### src/adcr_pkg.sv
// adcr_pkg: constants shared by the converter control registers
// assumes an 8-bit special-function-register bus and one 100 MHz clock
package adcr_pkg;
   localparam logic [7:0] ADDR_CONFIG  = 8'hbc;  // converter_config offset
   localparam logic [7:0] ADDR_RESULT  = 8'hbe;  // conversion_result offset
   localparam logic [7:0] ADDR_CONTROL = 8'he8;  // converter_control offset
   localparam logic [7:0] RST_CONFIG   = 8'hf8;  // config after reset
   localparam logic [7:0] RST_RESULT   = 8'h00;  // result after reset
   localparam logic [7:0] RST_CONTROL  = 8'h00;  // control after reset
   localparam int DIV_LSB   = 3;                 // divider field bits 7..3
   localparam int GAIN_LSB  = 0;                 // gain field bits 1..0
   localparam int EN_BIT    = 7;                 // enable bit
   localparam int TM_BIT    = 6;                 // track mode bit
   localparam int DONE_BIT  = 5;                 // done flag bit
   localparam int BUSY_BIT  = 4;                 // busy bit
   localparam int WIN_BIT   = 3;                 // window flag bit
   localparam int SRC_LSB   = 0;                 // start source bits 2..0
   localparam int SAR_STEPS = 11;                // step clocks per conversion
   typedef enum logic [1:0] {
      ADCR_IDLE  = 2'b00,
      ADCR_CONV  = 2'b01,
      ADCR_DONE  = 2'b11
   } adcr_state_t;
   typedef enum logic [1:0] {
      ADCR_GAIN_HALF = 2'b00,
      ADCR_GAIN_ONE  = 2'b01,
      ADCR_GAIN_TWO  = 2'b10,
      ADCR_GAIN_FOUR = 2'b11
   } adcr_gain_t;
endpackage

### src/adcr_step_div.sv
// adcr_step_div: divides the core clock into the sar step clock pulse
// assumes the divider value is stable enough; a change does not restart the count, it applies at the next compare
module adcr_step_div #(
   parameter int DIV_W = 5
) (
   input  wire logic             clk,
   input  wire logic             reset_n,
   input  wire logic             run,
   input  wire logic [DIV_W-1:0] divider,
   output logic                  step_tick
);
   // elaboration check: a zero-width counter cannot count
   if (DIV_W < 1) begin : g_bad_div_w
      $error("divider width must be at least one");
   end

   typedef struct packed {
      logic [DIV_W-1:0] cnt;   // core clocks since last step
      logic             tick;  // one-cycle step pulse
   } adcr_div_t;

   adcr_div_t st_ff;
   adcr_div_t nxt_st;

   // period is divider+1 core clocks, so divider = fcore/fstep - 1
   always_comb begin
      nxt_st = st_ff;
      nxt_st.tick = 1'b0;
      if (!run) begin
         nxt_st.cnt = '0;                      // cleared to zero while idle
      end else if (st_ff.cnt >= divider) begin
         nxt_st.cnt  = '0;
         nxt_st.tick = 1'b1;
      end else begin
         nxt_st.cnt = st_ff.cnt + 1'b1;
      end
   end

   // state register
   always_ff @(posedge clk or negedge reset_n) begin
      if (!reset_n) begin
         st_ff <= '0;
      end else begin
         st_ff <= nxt_st;
      end
   end

   assign step_tick = st_ff.tick;
endmodule

### src/adcr_top.sv
// adcr_top: control, config and result registers of an 8-bit sar converter
// assumes a one-cycle sfr write/read strobe and an analog core that
// delivers its code on sar_result when the step sequence ends
// register map, every register eight bits wide:
//    converter_config   divider in 7..3, bit 2 reads zero, gain in 1..0
//    conversion_result  last code, software may overwrite it
//    converter_control  enable, track mode, done, busy, window, source
//
// the start source and window flag are plain storage here; the logic
// that decodes them sits outside this block
//
// a start moves the sequencer to converting; after STEPS step ticks it
// spends one done cycle sampling the code, then goes back to idle
//
// a write lands at its strobe edge, a read answers one cycle later and
// the read data return to zero the cycle after that
module adcr_top #(
   parameter int DATA_W = 8,
   parameter int STEPS  = adcr_pkg::SAR_STEPS
) (
   input  wire logic              clk,
   input  wire logic              reset_n,
   // special-function-register bus
   input  wire logic [7:0]        sfr_addr,
   input  wire logic              sfr_wr,
   input  wire logic              sfr_rd,
   input  wire logic [7:0]        sfr_wdata,
   output logic [7:0]             sfr_rdata,
   // start request and code from the analog core
   input  wire logic              conv_start,
   input  wire logic [DATA_W-1:0] sar_result,
   // controls and status towards the analog core
   output logic                   converter_enable,
   output logic                   track_enable,
   output logic [1:0]             amplifier_gain_select,
   output logic                   sar_step_clock,
   output logic                   conversion_busy,
   output logic                   conversion_done_flag
);
   // elaboration checks: the result register is fixed at eight bits and
   // the step counter below is eight bits wide, so larger step counts
   // would silently wrap
   if (DATA_W != 8) begin : g_bad_data_w
      $error("result width must be eight bits");
   end
   if (STEPS < 1 || STEPS > 255) begin : g_bad_steps
      $error("step count out of range");
   end

   ////////////////////////////////////////////////////////////////////
   // state

   // all state but the divider's counter in one packed struct, so reset and the register stage
   // each touch it in one place
   typedef struct packed {
      logic [7:0]          config_r;   // converter_config
      logic [7:0]          result_r;   // conversion_result
      logic                en;         // converter enable
      logic                tm;         // track mode select
      logic                done;       // sticky done flag
      logic                win;        // window flag, software held
      logic [2:0]          src;        // start source select
      adcr_pkg::adcr_state_t fsm;      // conversion sequencer
      logic [7:0]          steps;      // step clocks remaining
      logic [7:0]          rdata;      // registered read data
      logic                step_clk;   // visible step clock level
      logic                track;      // track switch closed
      logic                busy;       // conversion running, registered
   } adcr_st_t;

   // registered state, its next value and the divider's pulse
   adcr_st_t st_ff;
   adcr_st_t nxt_st;
   logic     step_tick;                // one-cycle pulse per step

   // field decode used by all three register writes and the busy-write start
   function automatic logic hit(input logic [7:0] a, input logic [7:0] off);
      return a == off;
   endfunction

   // control register as software reads it; busy is the live sequencer
   // state, so a write of zero to that bit has nothing to land in
   function automatic logic [7:0] ctrl_word(input adcr_st_t s);
      return {s.en, s.tm, s.done, s.busy, s.win, s.src};
   endfunction

   ////////////////////////////////////////////////////////////////////
   // step clock divider

   // runs only while converting, so every conversion starts with a
   // full step period rather than a leftover fraction of one
   adcr_step_div #(
      .DIV_W (5)
   ) u_div (
      .clk       (clk),
      .reset_n   (reset_n),
      .run       (st_ff.fsm == adcr_pkg::ADCR_CONV),
      .divider   (st_ff.config_r[adcr_pkg::DIV_LSB +: 5]),
      .step_tick (step_tick)
   );

   ////////////////////////////////////////////////////////////////////
   // next state

   // one process works out the whole next state; the register stage
   // below only copies it
   always_comb begin
      nxt_st = st_ff;
      // software writes come first so that the sequencer below may
      // override them; that is how a hardware done set beats a clear
      // config takes the whole byte except bit 2, which has no storage
      if (sfr_wr && hit(sfr_addr, adcr_pkg::ADDR_CONFIG)) begin
         nxt_st.config_r = sfr_wdata;
         nxt_st.config_r[2] = 1'b0;                // unused bit
      end
      if (sfr_wr && hit(sfr_addr, adcr_pkg::ADDR_RESULT)) begin
         nxt_st.result_r = sfr_wdata;
      end
      // control write sets or clears done and window directly; busy is
      // read-only here and only a one there can start the sequencer
      if (sfr_wr && hit(sfr_addr, adcr_pkg::ADDR_CONTROL)) begin
         nxt_st.en   = sfr_wdata[adcr_pkg::EN_BIT];
         nxt_st.tm   = sfr_wdata[adcr_pkg::TM_BIT];
         nxt_st.done = sfr_wdata[adcr_pkg::DONE_BIT];
         nxt_st.win  = sfr_wdata[adcr_pkg::WIN_BIT];
         nxt_st.src  = sfr_wdata[adcr_pkg::SRC_LSB +: 3];
      end
      // sequencer; writing one to busy also starts a conversion
      case (st_ff.fsm)
         adcr_pkg::ADCR_IDLE: begin
            // a start needs the enable already set; a write that sets
            // enable and busy together only enables
            if (st_ff.en && (conv_start ||
                (sfr_wr && hit(sfr_addr, adcr_pkg::ADDR_CONTROL) &&
                 sfr_wdata[adcr_pkg::BUSY_BIT]))) begin
               nxt_st.fsm   = adcr_pkg::ADCR_CONV;
               nxt_st.steps = 8'(STEPS);
            end
         end
         adcr_pkg::ADCR_CONV: begin
            if (!st_ff.en) begin
               // abort on disable: no done, step clock parked low so the
               // analog core never sees a half step while idle
               nxt_st.fsm      = adcr_pkg::ADCR_IDLE;
               nxt_st.step_clk = 1'b0;
            end else if (step_tick) begin
               // one edge of the visible step clock per divider period
               nxt_st.step_clk = ~st_ff.step_clk;
               if (st_ff.steps == 8'h01) begin
                  nxt_st.fsm = adcr_pkg::ADCR_DONE;
               end else begin
                  nxt_st.steps = st_ff.steps - 8'h01;
               end
            end
         end
         adcr_pkg::ADCR_DONE: begin
            // busy falls here; set wins over a same-cycle clear
            // the analog core still drives its code in this cycle
            nxt_st.result_r = sar_result;
            nxt_st.done     = 1'b1;
            nxt_st.fsm      = adcr_pkg::ADCR_IDLE;
            nxt_st.step_clk = 1'b0;
         end
         default: begin
            nxt_st.fsm = adcr_pkg::ADCR_IDLE;
         end
      endcase
      // normal mode tracks whenever enabled and idle; low-power mode
      // tracks only just before a conversion, left to the start source
      nxt_st.track = nxt_st.en && (nxt_st.fsm == adcr_pkg::ADCR_IDLE) &&
                     !nxt_st.tm;
      // busy kept as a flop of its own so the output needs no decode;
      // it stays high through the done cycle and falls with the done set
      nxt_st.busy = nxt_st.fsm != adcr_pkg::ADCR_IDLE;
      // registered read mux; unmapped reads return zero
      // zero between reads keeps the bus quiet when nothing is asked
      nxt_st.rdata = 8'h00;
      if (sfr_rd) begin
         case (sfr_addr)
            adcr_pkg::ADDR_CONFIG:  nxt_st.rdata = st_ff.config_r;
            adcr_pkg::ADDR_RESULT:  nxt_st.rdata = st_ff.result_r;
            adcr_pkg::ADDR_CONTROL: nxt_st.rdata = ctrl_word(st_ff);
            default:                nxt_st.rdata = 8'h00;
         endcase
      end
   end

   ////////////////////////////////////////////////////////////////////
   // state register

   // reset loads constants only; the struct clear gives every field not
   // named below its zero value
   always_ff @(posedge clk or negedge reset_n) begin
      if (!reset_n) begin
         st_ff          <= '0;
         st_ff.config_r <= adcr_pkg::RST_CONFIG;
         st_ff.result_r <= adcr_pkg::RST_RESULT;
         st_ff.fsm      <= adcr_pkg::ADCR_IDLE;
      end else begin
         st_ff <= nxt_st;
      end
   end

   ////////////////////////////////////////////////////////////////////
   // outputs, all from flip-flops
   // gain is a straight slice of the config flops, no decode

   assign sfr_rdata             = st_ff.rdata;
   assign converter_enable      = st_ff.en;
   assign track_enable          = st_ff.track;
   assign amplifier_gain_select = st_ff.config_r[adcr_pkg::GAIN_LSB +: 2];
   assign sar_step_clock        = st_ff.step_clk;
   assign conversion_busy       = st_ff.busy;
   assign conversion_done_flag  = st_ff.done;
endmodule

### config.mk
export PLATFORM = sky130hd
export DESIGN_NAME = adcr_top
export DESIGN_NICKNAME = d
export VERILOG_FILES = /design/src/adcr_pkg.sv /design/src/adcr_step_div.sv /design/src/adcr_top.sv
export SDC_FILE = /design/constraint.sdc
export NUM_CORES = 1
export LEC_CHECK = 0
export BUFFER_PORTS_ARGS = -buffer_cell sky130_fd_sc_hd__buf_4
export CORE_MARGIN = 4
export CORE_UTILIZATION = 50
export CTS_CLUSTER_DIAMETER = 30
export DETAILED_ROUTE_END_ITERATION = 8
export MAX_ROUTING_LAYER = met4
export PLACE_DENSITY = 0.8
export SYNTH_ARGS = -nofsm -noshare
export SYNTH_HDL_FRONTEND = slang
export SYNTH_SLANG_ARGS = --single-unit
### constraint.sdc
create_clock -name clk -period 2 [get_ports clk]
set_input_delay 0.2 -clock clk [delete_from_list [all_inputs] [get_ports clk]]
set_output_delay 0.2 -clock clk [all_outputs]
set_load 0.01 [all_outputs]
==> results of run 1 <==
-- critical path, cell delays in order (launching register included) --
cell and delay (ps):
dfrtp_1 430, or4_4 530, or4_1 430, nor2b_1 160, o21ai_2 100, o31ai_1 70
-- cells in the mapped netlist, drive strengths merged (4+ instances only) --
master / instances / area, sq um
nand2: 14 / 52.6
dfstp: 5 / 131
a21oi: 6 / 30.0
dfrtp: 44 / 1100
nand2b: 4 / 25.0
a22oi: 8 / 60.1
nand3: 5 / 37.5
ha: 8 / 100
nor2: 21 / 78.8
a22o: 7 / 61.3
o21ai: 16 / 83.8
buf: 13 / 90.1
o31ai: 6 / 50.1
inv: 9 / 33.8
mux2i: 9 / 90.1
mux2: 13 / 146
-- registers in the layout, indices dropped and copies added (netlist names) --
name,cells
st_ff,28
amplifier_gain_select,2
u_div.st_ff,5
sar_step_clock,1
conversion_busy,1
u_div.step_tick,1
sfr_rdata,8
converter_enable,1
conversion_done_flag,1
track_enable,1
-- timing repair --
action	in CTS	in global routing
gates resized for setup	0	0
hold endpoints to repair	44	0
hold buffers	1	0
-- layout make-up --
class / count / share of cell area
multi-input combinational: 153 / 0.382
inverter: 9 / 0.0115
clock inverter: 3 / 0.00726
tap: 67 / 0.0286
sequential: 49 / 0.420
timing repair buffer: 49 / 0.126
clock buffer: 5 / 0.0235
-- metrics by stage --
| step | setup slack (ps) | power, mW |
|---|---|---|
| after global routing | 102 | 2.17 |
| final | 158 | 2.05 |
| after detailed placement | 174 | 1.49 |
| after global placement | 206 | 1.47 |
| after floorplan | 242 | 1.35 |
| after CTS | 152 | 2.07 |
-- per-layer routing --
layer  wire length [microns]  vias up
met3                     213        7
li1                        -      897
met4                      57        0
met2                    2740       43
met1                    2170      918
met5                       0        -
-- cell families (layout without fill, tap and decap cells) --
family	after synthesis	after routing	synth area share
AND/OR/NAND/NOR	62	62	0.135
flip-flops	49	49	0.496
AO/OA/AOI/OAI	58	58	0.170
XOR/XNOR	3	3	0.0106
multiplexers	22	22	0.0952
buffers and inverters	24	66	0.0529
adder cells (fa/ha/maj)	8	8	0.0403
-- worst max path at each step --
stage,startpoint,to,slack [ps],cells after the start
floorplan,st_ff[11]$_DFFE_PN0P_,st_ff[18]$_DFFE_PN0P_,240,5
global placement,st_ff[11]$_DFFE_PN0P_,st_ff[18]$_DFFE_PN0P_,210,5
detailed placement,st_ff[11]$_DFFE_PN0P_,st_ff[18]$_DFFE_PN0P_,170,5
CTS,st_ff[11]$_DFFE_PN0P_,st_ff[18]$_DFFE_PN0P_,150,5
global route,st_ff[11]$_DFFE_PN0P_,st_ff[18]$_DFFE_PN0P_,100,5
finish,st_ff[11]$_DFFE_PN0P_,st_ff[18]$_DFFE_PN0P_,160,5
-- power by group --
group	total [mW]	internal [mW]	switching, mW
logic	0.311	0.148	0.163
registers	1.17	1.08	0.0863
clock network	0.577	0.248	0.329
total	2.05	1.48	0.578
==> metrics.md, run 1 <==
| Metric | Value |
|---|---|
| Clock Latency Late Sink | `300 ps` |
| Reg2Reg Depth | `5` |
| Drt wl/cell | `15.4 microns` |
| Antenna Cells | `0` |
| DRT antenna net count | `0` |
| Met2 usage | `0.325` |
| Die width | `78.5 microns` |
| Fin Setup TNS | `0 ps` |
| Vias in the first global route | `1964` |
| Die area | `0.00616 sq mm` |
| Post-DR vias/cell | `5.57` |
| Ys async rst share | `1.00` |
| # port buffers | `43` |
| Residual DRC | `0` |
| Total Wirelength | `5170 microns` |
| Clk slew on worst S/H paths | `90 ps` |
| CP Max Fanout | `5` |
| Final Cell Area | `0.00293 sq mm` |
| Status | `finished clean` |
| Peak VDD IR | `0.000421 V` |
| Synthesized area | `0.00248 sq mm` |
| Yosys reg bits | `49` |
| Crit path DAT | `2030 ps` |
| Total CTS buffers | `5` |
| Minimum clock period | `1840 ps` |
| Max Cap Viol | `0` |
| Multi-input logic area | `0.00112 sq mm` |
| HPWL Detailed | `3860 microns` |
| Fill count | `404` |
| Layout cells sized above 1 | `0.306` |
| Via count | `1865` |
| Largest net degree at the start of global routing | `50` |
| Max frequency | `543 MHz` |
| Root Driver | `clkbuf_8` |
| Syn_nets | `263` |
| R2r setup slk | `160 ps` |
| Post-synthesis sequential area ratio | `0.496` |
| Post-DP Area | `0.00283 sq mm` |
| Met1 usage | `0.228` |
| Layout Skew | `6.95 ps` |
| Fin nets | `304` |
| DR pass1 iterations | `4` |
| Static Leak | `1.37 nW` |
| Critical Path End Type | `flip-flop` |
| Clk buf depth | `2` |
| Global Route met3 Usage | `0.0367` |
| Slew Viols, Final | `0` |
| Post-synth EDFFs | `0` |
| Required time of the critical path | `2180 ps` |
| GR peak layer | `met2` |
| Cell count after synthesis | `226` |
| RSZ-0062 raised after global routing | `false` |
| RR Endpoint | `st_ff[18]$_DFFE_PN0P_` |
| Hold WC Path Type | `input port to flip-flop` |
| Hold Crit Depth | `3` |
| Most frequent cells in the layout | `buf_4, dfrtp_1, nor2_1, nand2_1, mux2_2` |
| TritonCTS clock tree | `yes` |
| Fin crit share | `0.921` |
| CP startpoint kind | `flip-flop` |
| Clk sinks | `49` |
| H-tree depth | `2` |
| DR iter-0 viols | `104` |
| Initial antenna violation count | `0` |
| First-pass GRT wire length | `9080 microns` |
| I/O pins | `44` |
| Register area | `0.00123 sq mm` |
| Most common cell after layout, fill and taps aside | `buf_4` |
| All-layer global routing usage | `0.189` |
| Die height | `78.5 microns` |
| Setup-failing EPs final | `0` |
| WHS | `143 ps` |
| Main flop type after synthesis | `dfrtp_1` |
| Setup Buffers After CTS | `0` |
| Cell variety after synth | `48` |
| Row count | `25` |
| Worst slew pin tran | `693 ps` |
| Hold EP | `conversion_done_flag$_DFFE_PN0P_` |
| Critical path type | `flip-flop to flip-flop` |
| R2r startpoint | `st_ff[11]$_DFFE_PN0P_` |
| Total gr overflow | `0` |
| Core ar. | `0.00475 sq mm` |
| Mean area per synthesized cell | `11.0 sq um` |
| P&R area growth vs syn | `18.0%` |
| Final core area utilization | `0.617` |
| Headroom to the max-slew limit | `0.536` |
| Final non-filler cell total | `335` |
| Placed cells | `326` |
| Initial Util | `0.523` |
| Hold_sp | `sfr_wdata[5]` |
| Pwr dens | `701 mW/mm^2` |
| Hold Violations, Final | `0` |
| Gpl congestion | `0.819` |
| Syn. warnings | `0` |
(Power assumes the default switching activity.)
==> inputs of run 2 (changes only) <==
Settings changed: ABC_AREA set to 1, PLACE_DENSITY 0.8 to 0.79.
==> metrics.md, run 2 <==
| Metric | Value |
|---|---|
| Cell count after synthesis | `335 (+48%)` |
| Total gr overflow | `0 (unchanged)` |
| Setup ws final | `292 ps (+133 ps)` |
| Yosys reg bits | `49 (unchanged)` |
| Cts repair resizes | `0 (unchanged)` |
| Setup Buffers After CTS | `0 (unchanged)` |
| DRT antenna net count | `0 (unchanged)` |
| First-pass GRT wire length | `9680 microns (+6.6%)` |
| Layout Skew | `15.3 ps (+8.37 ps)` |
| NetSw | `1.00 mW (+74%)` |
| Synth top area cells | `dfrtp_1, nand2_1, inv_1, dfstp_2, o21ai_0` |
| Total CTS buffers | `5 (unchanged)` |
| Gpl congestion | `0.853 (+4.1%)` |
| Most common cell in the netlist | `nand2_1` |
| TritonCTS clock tree | `yes` |
| Syn_nets | `372 (+41%)` |
| Cell variety after synth | `36 (-25%)` |
| Antenna Cells | `0 (unchanged)` |
| Root Driver | `clkbuf_8` |
| Post-synth EDFFs | `0 (unchanged)` |
| DR pass1 iterations | `4 (unchanged)` |
| Fin crit share | `0.854 (-0.0667)` |
| Critical Path End Type | `flip-flop` |
| Clock power frac | `0.233 (-0.048)` |
| Required time of the critical path | `2220 ps (+40 ps)` |
| Largest net degree at the start of global routing | `50 (unchanged)` |
| Static Leak | `1.77 nW (+30%)` |
| Die area | `0.00669 sq mm (+8.6%)` |
| Synthesized area | `0.00272 sq mm (+9.6%)` |
| Drt wl/cell | `12.3 microns (-20%)` |
| Clk slew on worst S/H paths | `100 ps (about the same)` |
| Post-DR vias/cell | `4.93 (-11%)` |
| Setup-failing EPs final | `0 (unchanged)` |
| Max frequency | `585 MHz (+7.8%)` |
| Vias in the first global route | `2172 (+11%)` |
| Minimum clock period | `1710 ps (-133 ps)` |
| Post-synthesis sequential area ratio | `0.452 (-0.0435)` |
| Reg with most FFs | `st_ff` |
| Peak VDD IR | `0.000555 V (+32%)` |
| Setup crit start | `st_ff[43]$_DFFE_PN1P_` |
| Commonest cells in the synthesized netlist | `nand2_1, inv_1, dfrtp_1` |
| All-layer global routing usage | `0.189 (about the same)` |
| Status | `finished clean` |
| R2r setup slk | `290 ps (+130 ps)` |
| Crit path DAT | `1930 ps (-100 ps)` |
| Row count | `26 (+4.0%)` |
| Max reg flops | `28 (unchanged)` |
| Via count | `2195 (+18%)` |
| Yosys top cell area share | `0.404 (-0.0389)` |
| Post-DP Area | `0.00304 sq mm (+7.4%)` |
| Switching Share | `0.338 (+0.0566)` |
| Fin Setup TNS | `0 ps (unchanged)` |
| Most frequent cells in the layout | `nand2_1, inv_1, dfrtp_1, buf_4` |
| Hold Violations, Final | `0 (unchanged)` |
| Ys async rst share | `1.00 (unchanged)` |
| Main flop type after synthesis | `dfrtp_1` |
| Critical path type | `flip-flop to flip-flop` |
| I/O pins | `44 (unchanged)` |
| Core ar. | `0.00520 sq mm (+9.5%)` |
| Yosys top cell by area | `dfrtp_1` |
| Clk sinks | `49 (unchanged)` |
| Total Wirelength | `5470 microns (+5.7%)` |
| Die height | `81.8 microns (+4.2%)` |
| Pwr dens | `941 mW/mm^2 (+34%)` |
| Die width | `81.8 microns (+4.2%)` |
| Hold WC Path Type | `input port to flip-flop` |
| # port buffers | `43 (unchanged)` |
| Total internal power | `1.97 mW (+33%)` |
| Initial Util | `0.523 (+0.000686)` |
| Hold_sp | `sfr_wdata[0]` |
| Layout cells sized above 1 | `0.219 (-0.0873)` |
| HPWL Detailed | `4170 microns (+8.1%)` |
| Max Cap Viol | `0 (unchanged)` |
| Fin nets | `411 (+35%)` |
| Residual DRC | `0 (unchanged)` |
| H-tree depth | `2 (unchanged)` |
| Headroom to the max-slew limit | `0.596 (+0.0597)` |
| Seq pwr share | `0.444 (-0.124)` |
| Syn. warnings | `0 (unchanged)` |
| R2r startpoint | `st_ff[43]$_DFFE_PN1P_` |
| Clk buf depth | `2 (unchanged)` |
| Logic pwr share | `0.323 (+0.172)` |
| CP startpoint kind | `flip-flop` |
| Dpl ws | `315 ps (+141 ps)` |
| Most common cell after layout, fill and taps aside | `nand2_1` |
| CP Max Fanout | `5 (unchanged)` |
| Final Cell Area | `0.00316 sq mm (+7.7%)` |
| RSZ-0062 raised after global routing | `false` |
| Fill count | `460 (+14%)` |
| Mean area per synthesized cell | `8.13 sq um (-26%)` |
| Worst slew pin tran | `606 ps (-86.6 ps)` |
| Slew Viols, Final | `0 (unchanged)` |
| Clock Latency Late Sink | `300 ps (about the same)` |
| DR iter-0 viols | `115 (+11%)` |
| P&R area growth vs syn | `15.9%` |
| Initial antenna violation count | `0 (unchanged)` |
## run 2: final cells by class
class                   count  area (sq um)  area share
inverters                  53           204      0.0646
multi-input cells         220          1190       0.376
clock inverters             2          35.0      0.0111
clock buffers               6          72.6      0.0230
repair buffers             45           340       0.108
well taps                  70          87.6      0.0277
flip-flops and latches     49          1230       0.390
## run 2: kinds of logic (layout without fill, tap and decap cells)
| group | Yosys count | count (layout) | share of synthesized area |
|---|---|---|---|
| AND/OR/NAND/NOR | 163 | 163 | 0.286 |
| buffers and inverters | 66 | 106 | 0.112 |
| flip-flops | 49 | 49 | 0.452 |
| AO/OA/AOI/OAI | 43 | 43 | 0.0937 |
| adder cells (fa/ha/maj) | 8 | 8 | 0.0367 |
| XOR/XNOR | 6 | 6 | 0.0193 |
## run 2: metal layers
layer | routed length, microns | track usage
met2 | 2810 | 0.327
met4 | 36 | 0.0449
met3 | 271 | 0.0329
met1 | 2350 | 0.231
met5 | 0 | -
## run 2: timing repair
item,in CTS,in global routing
hold buffers,1,0
endpoints found under the setup margin,0,0
endpoints found under the hold margin,44,0
## run 2: metrics by stage
| stage | instances | util | hold slack, ps | total power, mW |
|---|---|---|---|---|
| final | 445 | 0.607 | 127 | 2.97 |
| after global routing | 445 | 0.607 | 133 | 3.22 |
| after CTS | 445 | 0.607 | 125 | 2.99 |
| after detailed placement | 436 | 0.584 | 255 | 2.30 |
| after global placement | 436 | 0.584 | 253 | 2.26 |
| after floorplan | 335 | - | -95.6 | 2.04 |
## run 2: power groups by stage
stage | sequential, mW | combinational (mW) | clock [mW]
final | 1.32 | 0.960 | 0.692
after CTS | 1.32 | 0.965 | 0.705
after global routing | 1.35 | 1.13 | 0.739
after global placement | 1.33 | 0.923 | 0
after floorplan | 1.31 | 0.725 | 0
after detailed placement | 1.34 | 0.956 | 0
## run 2: worst max-delay path: stages, from the launching register on
cell and delay (ps):
dfstp_2 520, inv_1 50, ha_1 330, a21oi_1 180, o21a_1 140, and3_1 170
nand2_1 110, nor2_1 120
## run 2: path summary, 6_finish.rpt
path                                            end  cells after the start
setup reg to reg           u_div.st_ff[4]$_DFF_PN0_                      7
hold reg to reg            u_div.st_ff[1]$_DFF_PN0_                      1
hold / removal                st_ff[21]$_DFFE_PN0N_                      3
min in group asynchronous     st_ff[29]$_DFFE_PN0P_                      2
setup / recovery           u_div.st_ff[4]$_DFF_PN0_                      7
max in group asynchronous     st_ff[13]$_DFFE_PN0P_                      2
==> inputs of run 3 (changes only) <==
==> constraint.sdc (replaced) <==
create_clock -name clk -period 2 [get_ports clk]
set_input_delay 0.4 -clock clk [delete_from_list [all_inputs] [get_ports clk]]
set_output_delay 0.4 -clock clk [all_outputs]
set_load 0.01 [all_outputs]
==> metrics.md, run 3 (synthesized netlist as in run 2, its figures left out) <==
| Metric | Value |
|---|---|
| Row count | `26 (unchanged)` |
| HPWL Detailed | `4310 microns (+3.3%)` |
| CP Max Fanout | `5 (unchanged)` |
| Layout cells sized above 1 | `0.222 (+0.00326)` |
| Largest stage delay, worst path | `540 ps (+20 ps)` |
| Reg with most FFs | `st_ff` |
| Via count | `2206 (+0.50%)` |
| Hold WC Path Type | `input port to async pin` |
| Setup ws final | `349 ps (+57.8 ps)` |
| # port buffers | `43 (unchanged)` |
| Die height | `81.8 microns (unchanged)` |
| Met2 usage | `0.342 (+0.0145)` |
| Clock Latency Late Sink | `300 ps (about the same)` |
| TritonCTS clock tree | `yes` |
| Max frequency | `606 MHz (+3.5%)` |
| Crit path DAT | `1880 ps (-50 ps)` |
| Drt wl/cell | `12.8 microns (+3.9%)` |
| RSZ-0062 raised after global routing | `false` |
| Core ar. | `0.00520 sq mm (unchanged)` |
| Status | `finished clean` |
| Critical Path End Type | `flip-flop` |
| Vias in the first global route | `2164 (-0.37%)` |
| Gpl congestion | `0.844 (-1.1%)` |
| I/O pins | `44 (unchanged)` |
| Worst slew pin tran | `612 ps (+5.62 ps)` |
| P&R area growth vs syn | `16.0% (about the same)` |
| Die width | `81.8 microns (unchanged)` |
| Slew Viols, Final | `0 (unchanged)` |
| Crit-path cells | `inv_1 -> ha_1 -> a21oi_1 -> o21a_1 -> and3_1 -> nand2_1 -> nor2_1` |
| Die area | `0.00669 sq mm (unchanged)` |
| Hold Violations, Final | `0 (unchanged)` |
| Post-DR vias/cell | `4.97 (+0.73%)` |
| GR peak layer | `met2` |
| WP buf/inv | `1 (unchanged)` |
| Pwr dens | `962 mW/mm^2 (+2.2%)` |
| Met1 usage | `0.226 (-0.00514)` |
| Initial Util | `0.523 (unchanged)` |
| Total Wirelength | `5670 microns (+3.6%)` |
| Fin Setup TNS | `0 ps (unchanged)` |
| Max reg flops | `28 (unchanged)` |
| WHS | `100 ps (-27.0 ps)` |
| Peak VDD IR | `0.000608 V (+9.5%)` |
| Total gr overflow | `0 (unchanged)` |
| Root Driver | `clkbuf_8` |
| Critical path type | `flip-flop to flip-flop` |
| Final non-filler cell total | `444 (-0.22%)` |
| Clk buf depth | `2 (unchanged)` |
| Max Cap Viol | `0 (unchanged)` |
| All-layer global routing usage | `0.191 (+0.00181)` |
| Antenna Cells | `0 (unchanged)` |
| Setup-failing EPs final | `0 (unchanged)` |
| First-pass GRT wire length | `9650 microns (-0.28%)` |
| Layout Skew | `9.83 ps (-5.49 ps)` |
| Clk slew on worst S/H paths | `100 ps (about the same)` |
| Residual DRC | `0 (unchanged)` |
| CP startpoint kind | `flip-flop` |
| Fin nets | `410 (-0.24%)` |
| Total CTS buffers | `5 (unchanged)` |
| Headroom to the max-slew limit | `0.592 (-0.00375)` |
| DRT antenna net count | `0 (unchanged)` |
| Dpl ws | `353 ps (+38.7 ps)` |
| CTS Hold Buffers Added | `0 (-1)` |
| Cts repair resizes | `0 (unchanged)` |
| Final Cell Area | `0.00316 sq mm (about the same)` |
| Setup Buffers After CTS | `0 (unchanged)` |
| Required time of the critical path | `2230 ps (about the same)` |
| Fin crit share | `0.825 (-0.0289)` |
| CP max stage cell | `dfstp_2` |
| Clk sinks | `49 (unchanged)` |
| Most frequent cells in the layout | `nand2_1, inv_1, dfrtp_1, buf_4` |
| DR iter-0 viols | `101 (-12%)` |
| CP top delay family | `flip-flops` |
| Minimum clock period | `1650 ps (-57.8 ps)` |
| H-tree depth | `2 (unchanged)` |
| Post-DP Area | `0.00304 sq mm (unchanged)` |
| Most common cell after layout, fill and taps aside | `nand2_1` |
| Global Route met3 Usage | `0.0307 (-0.00219)` |
| DR pass1 iterations | `4 (unchanged)` |
| Initial antenna violation count | `0 (unchanged)` |
| Placed cells | `436 (unchanged)` |
| Largest net degree at the start of global routing | `50 (unchanged)` |
| Static Leak | `1.77 nW (-0.11%)` |
| Fill count | `461 (+0.22%)` |
-- run 3: cell types whose count changed in the layout (fill, tap and decap cells not counted) --
cell,change
clkbuf_1,-1
clkbuf_8,+1
clkinv_2,-1
clkinvlp_4,+1
dlygate4sd3_1,-1
-- run 3: path summary, 6_finish.rpt --
check / start / slack [ps] / endpoint / cells after the start
worst max-delay path: st_ff[41]$_DFFE_PN1P_ / 350 / u_div.st_ff[1]$_DFF_PN0_ / 7
worst min-delay path: reset_n / 100 / sfr_rdata[2]$_DFF_PN0_ / 1
worst max register to register: st_ff[41]$_DFFE_PN1P_ / 350 / u_div.st_ff[1]$_DFF_PN0_ / 7
worst min register to register: st_ff[22]$_DFFE_PN0N_ / 480 / st_ff[22]$_DFFE_PN0N_ / 2
max in group asynchronous: reset_n / 1480 / u_div.st_ff[3]$_DFF_PN0_ / 1
min in group clk: sfr_wdata[2] / 310 / st_ff[23]$_DFFE_PN0N_ / 3
-- run 3: final cells by class --
cell class / count / area (sq um) / share of cell area
timing repair buffer: 44 / 330 / 0.105
tap: 70 / 87.6 / 0.0277
inverter: 53 / 204 / 0.0645
multi-input combinational: 220 / 1190 / 0.375
clock inverter: 2 / 37.5 / 0.0119
clock buffer: 6 / 82.6 / 0.0261
sequential: 49 / 1230 / 0.390
-- run 3: power by group --
group,switching (mW),internal [mW]
Sequential,0.146,1.18
Clock,0.342,0.407
Combinational,0.552,0.414
Total,1.04,2.00
-- run 3: layer usage --
metal,vias to the layer above,wire length (microns)
li1,1113,-
met1,1044,2350
met2,45,2990
met3,4,284
met4,0,42
met5,-,0
-- run 3: worst reg2reg max path, cell delays in order, from the launching register on --
cell and delay, ps:
dfstp_2 540, inv_1 60, ha_1 330, a21oi_1 150
o21a_1 120, and3_1 160, nand2_1 120, nor2_1 110
-- run 3: stage by stage --
stage	utilization	power [mW]
2_1_floorplan	-	2.04
6_report	0.607	3.04
3_5_place_dp	0.584	2.30
5_1_grt	0.607	3.25
3_3_place_gp	0.584	2.26
4_1_cts	0.607	3.05
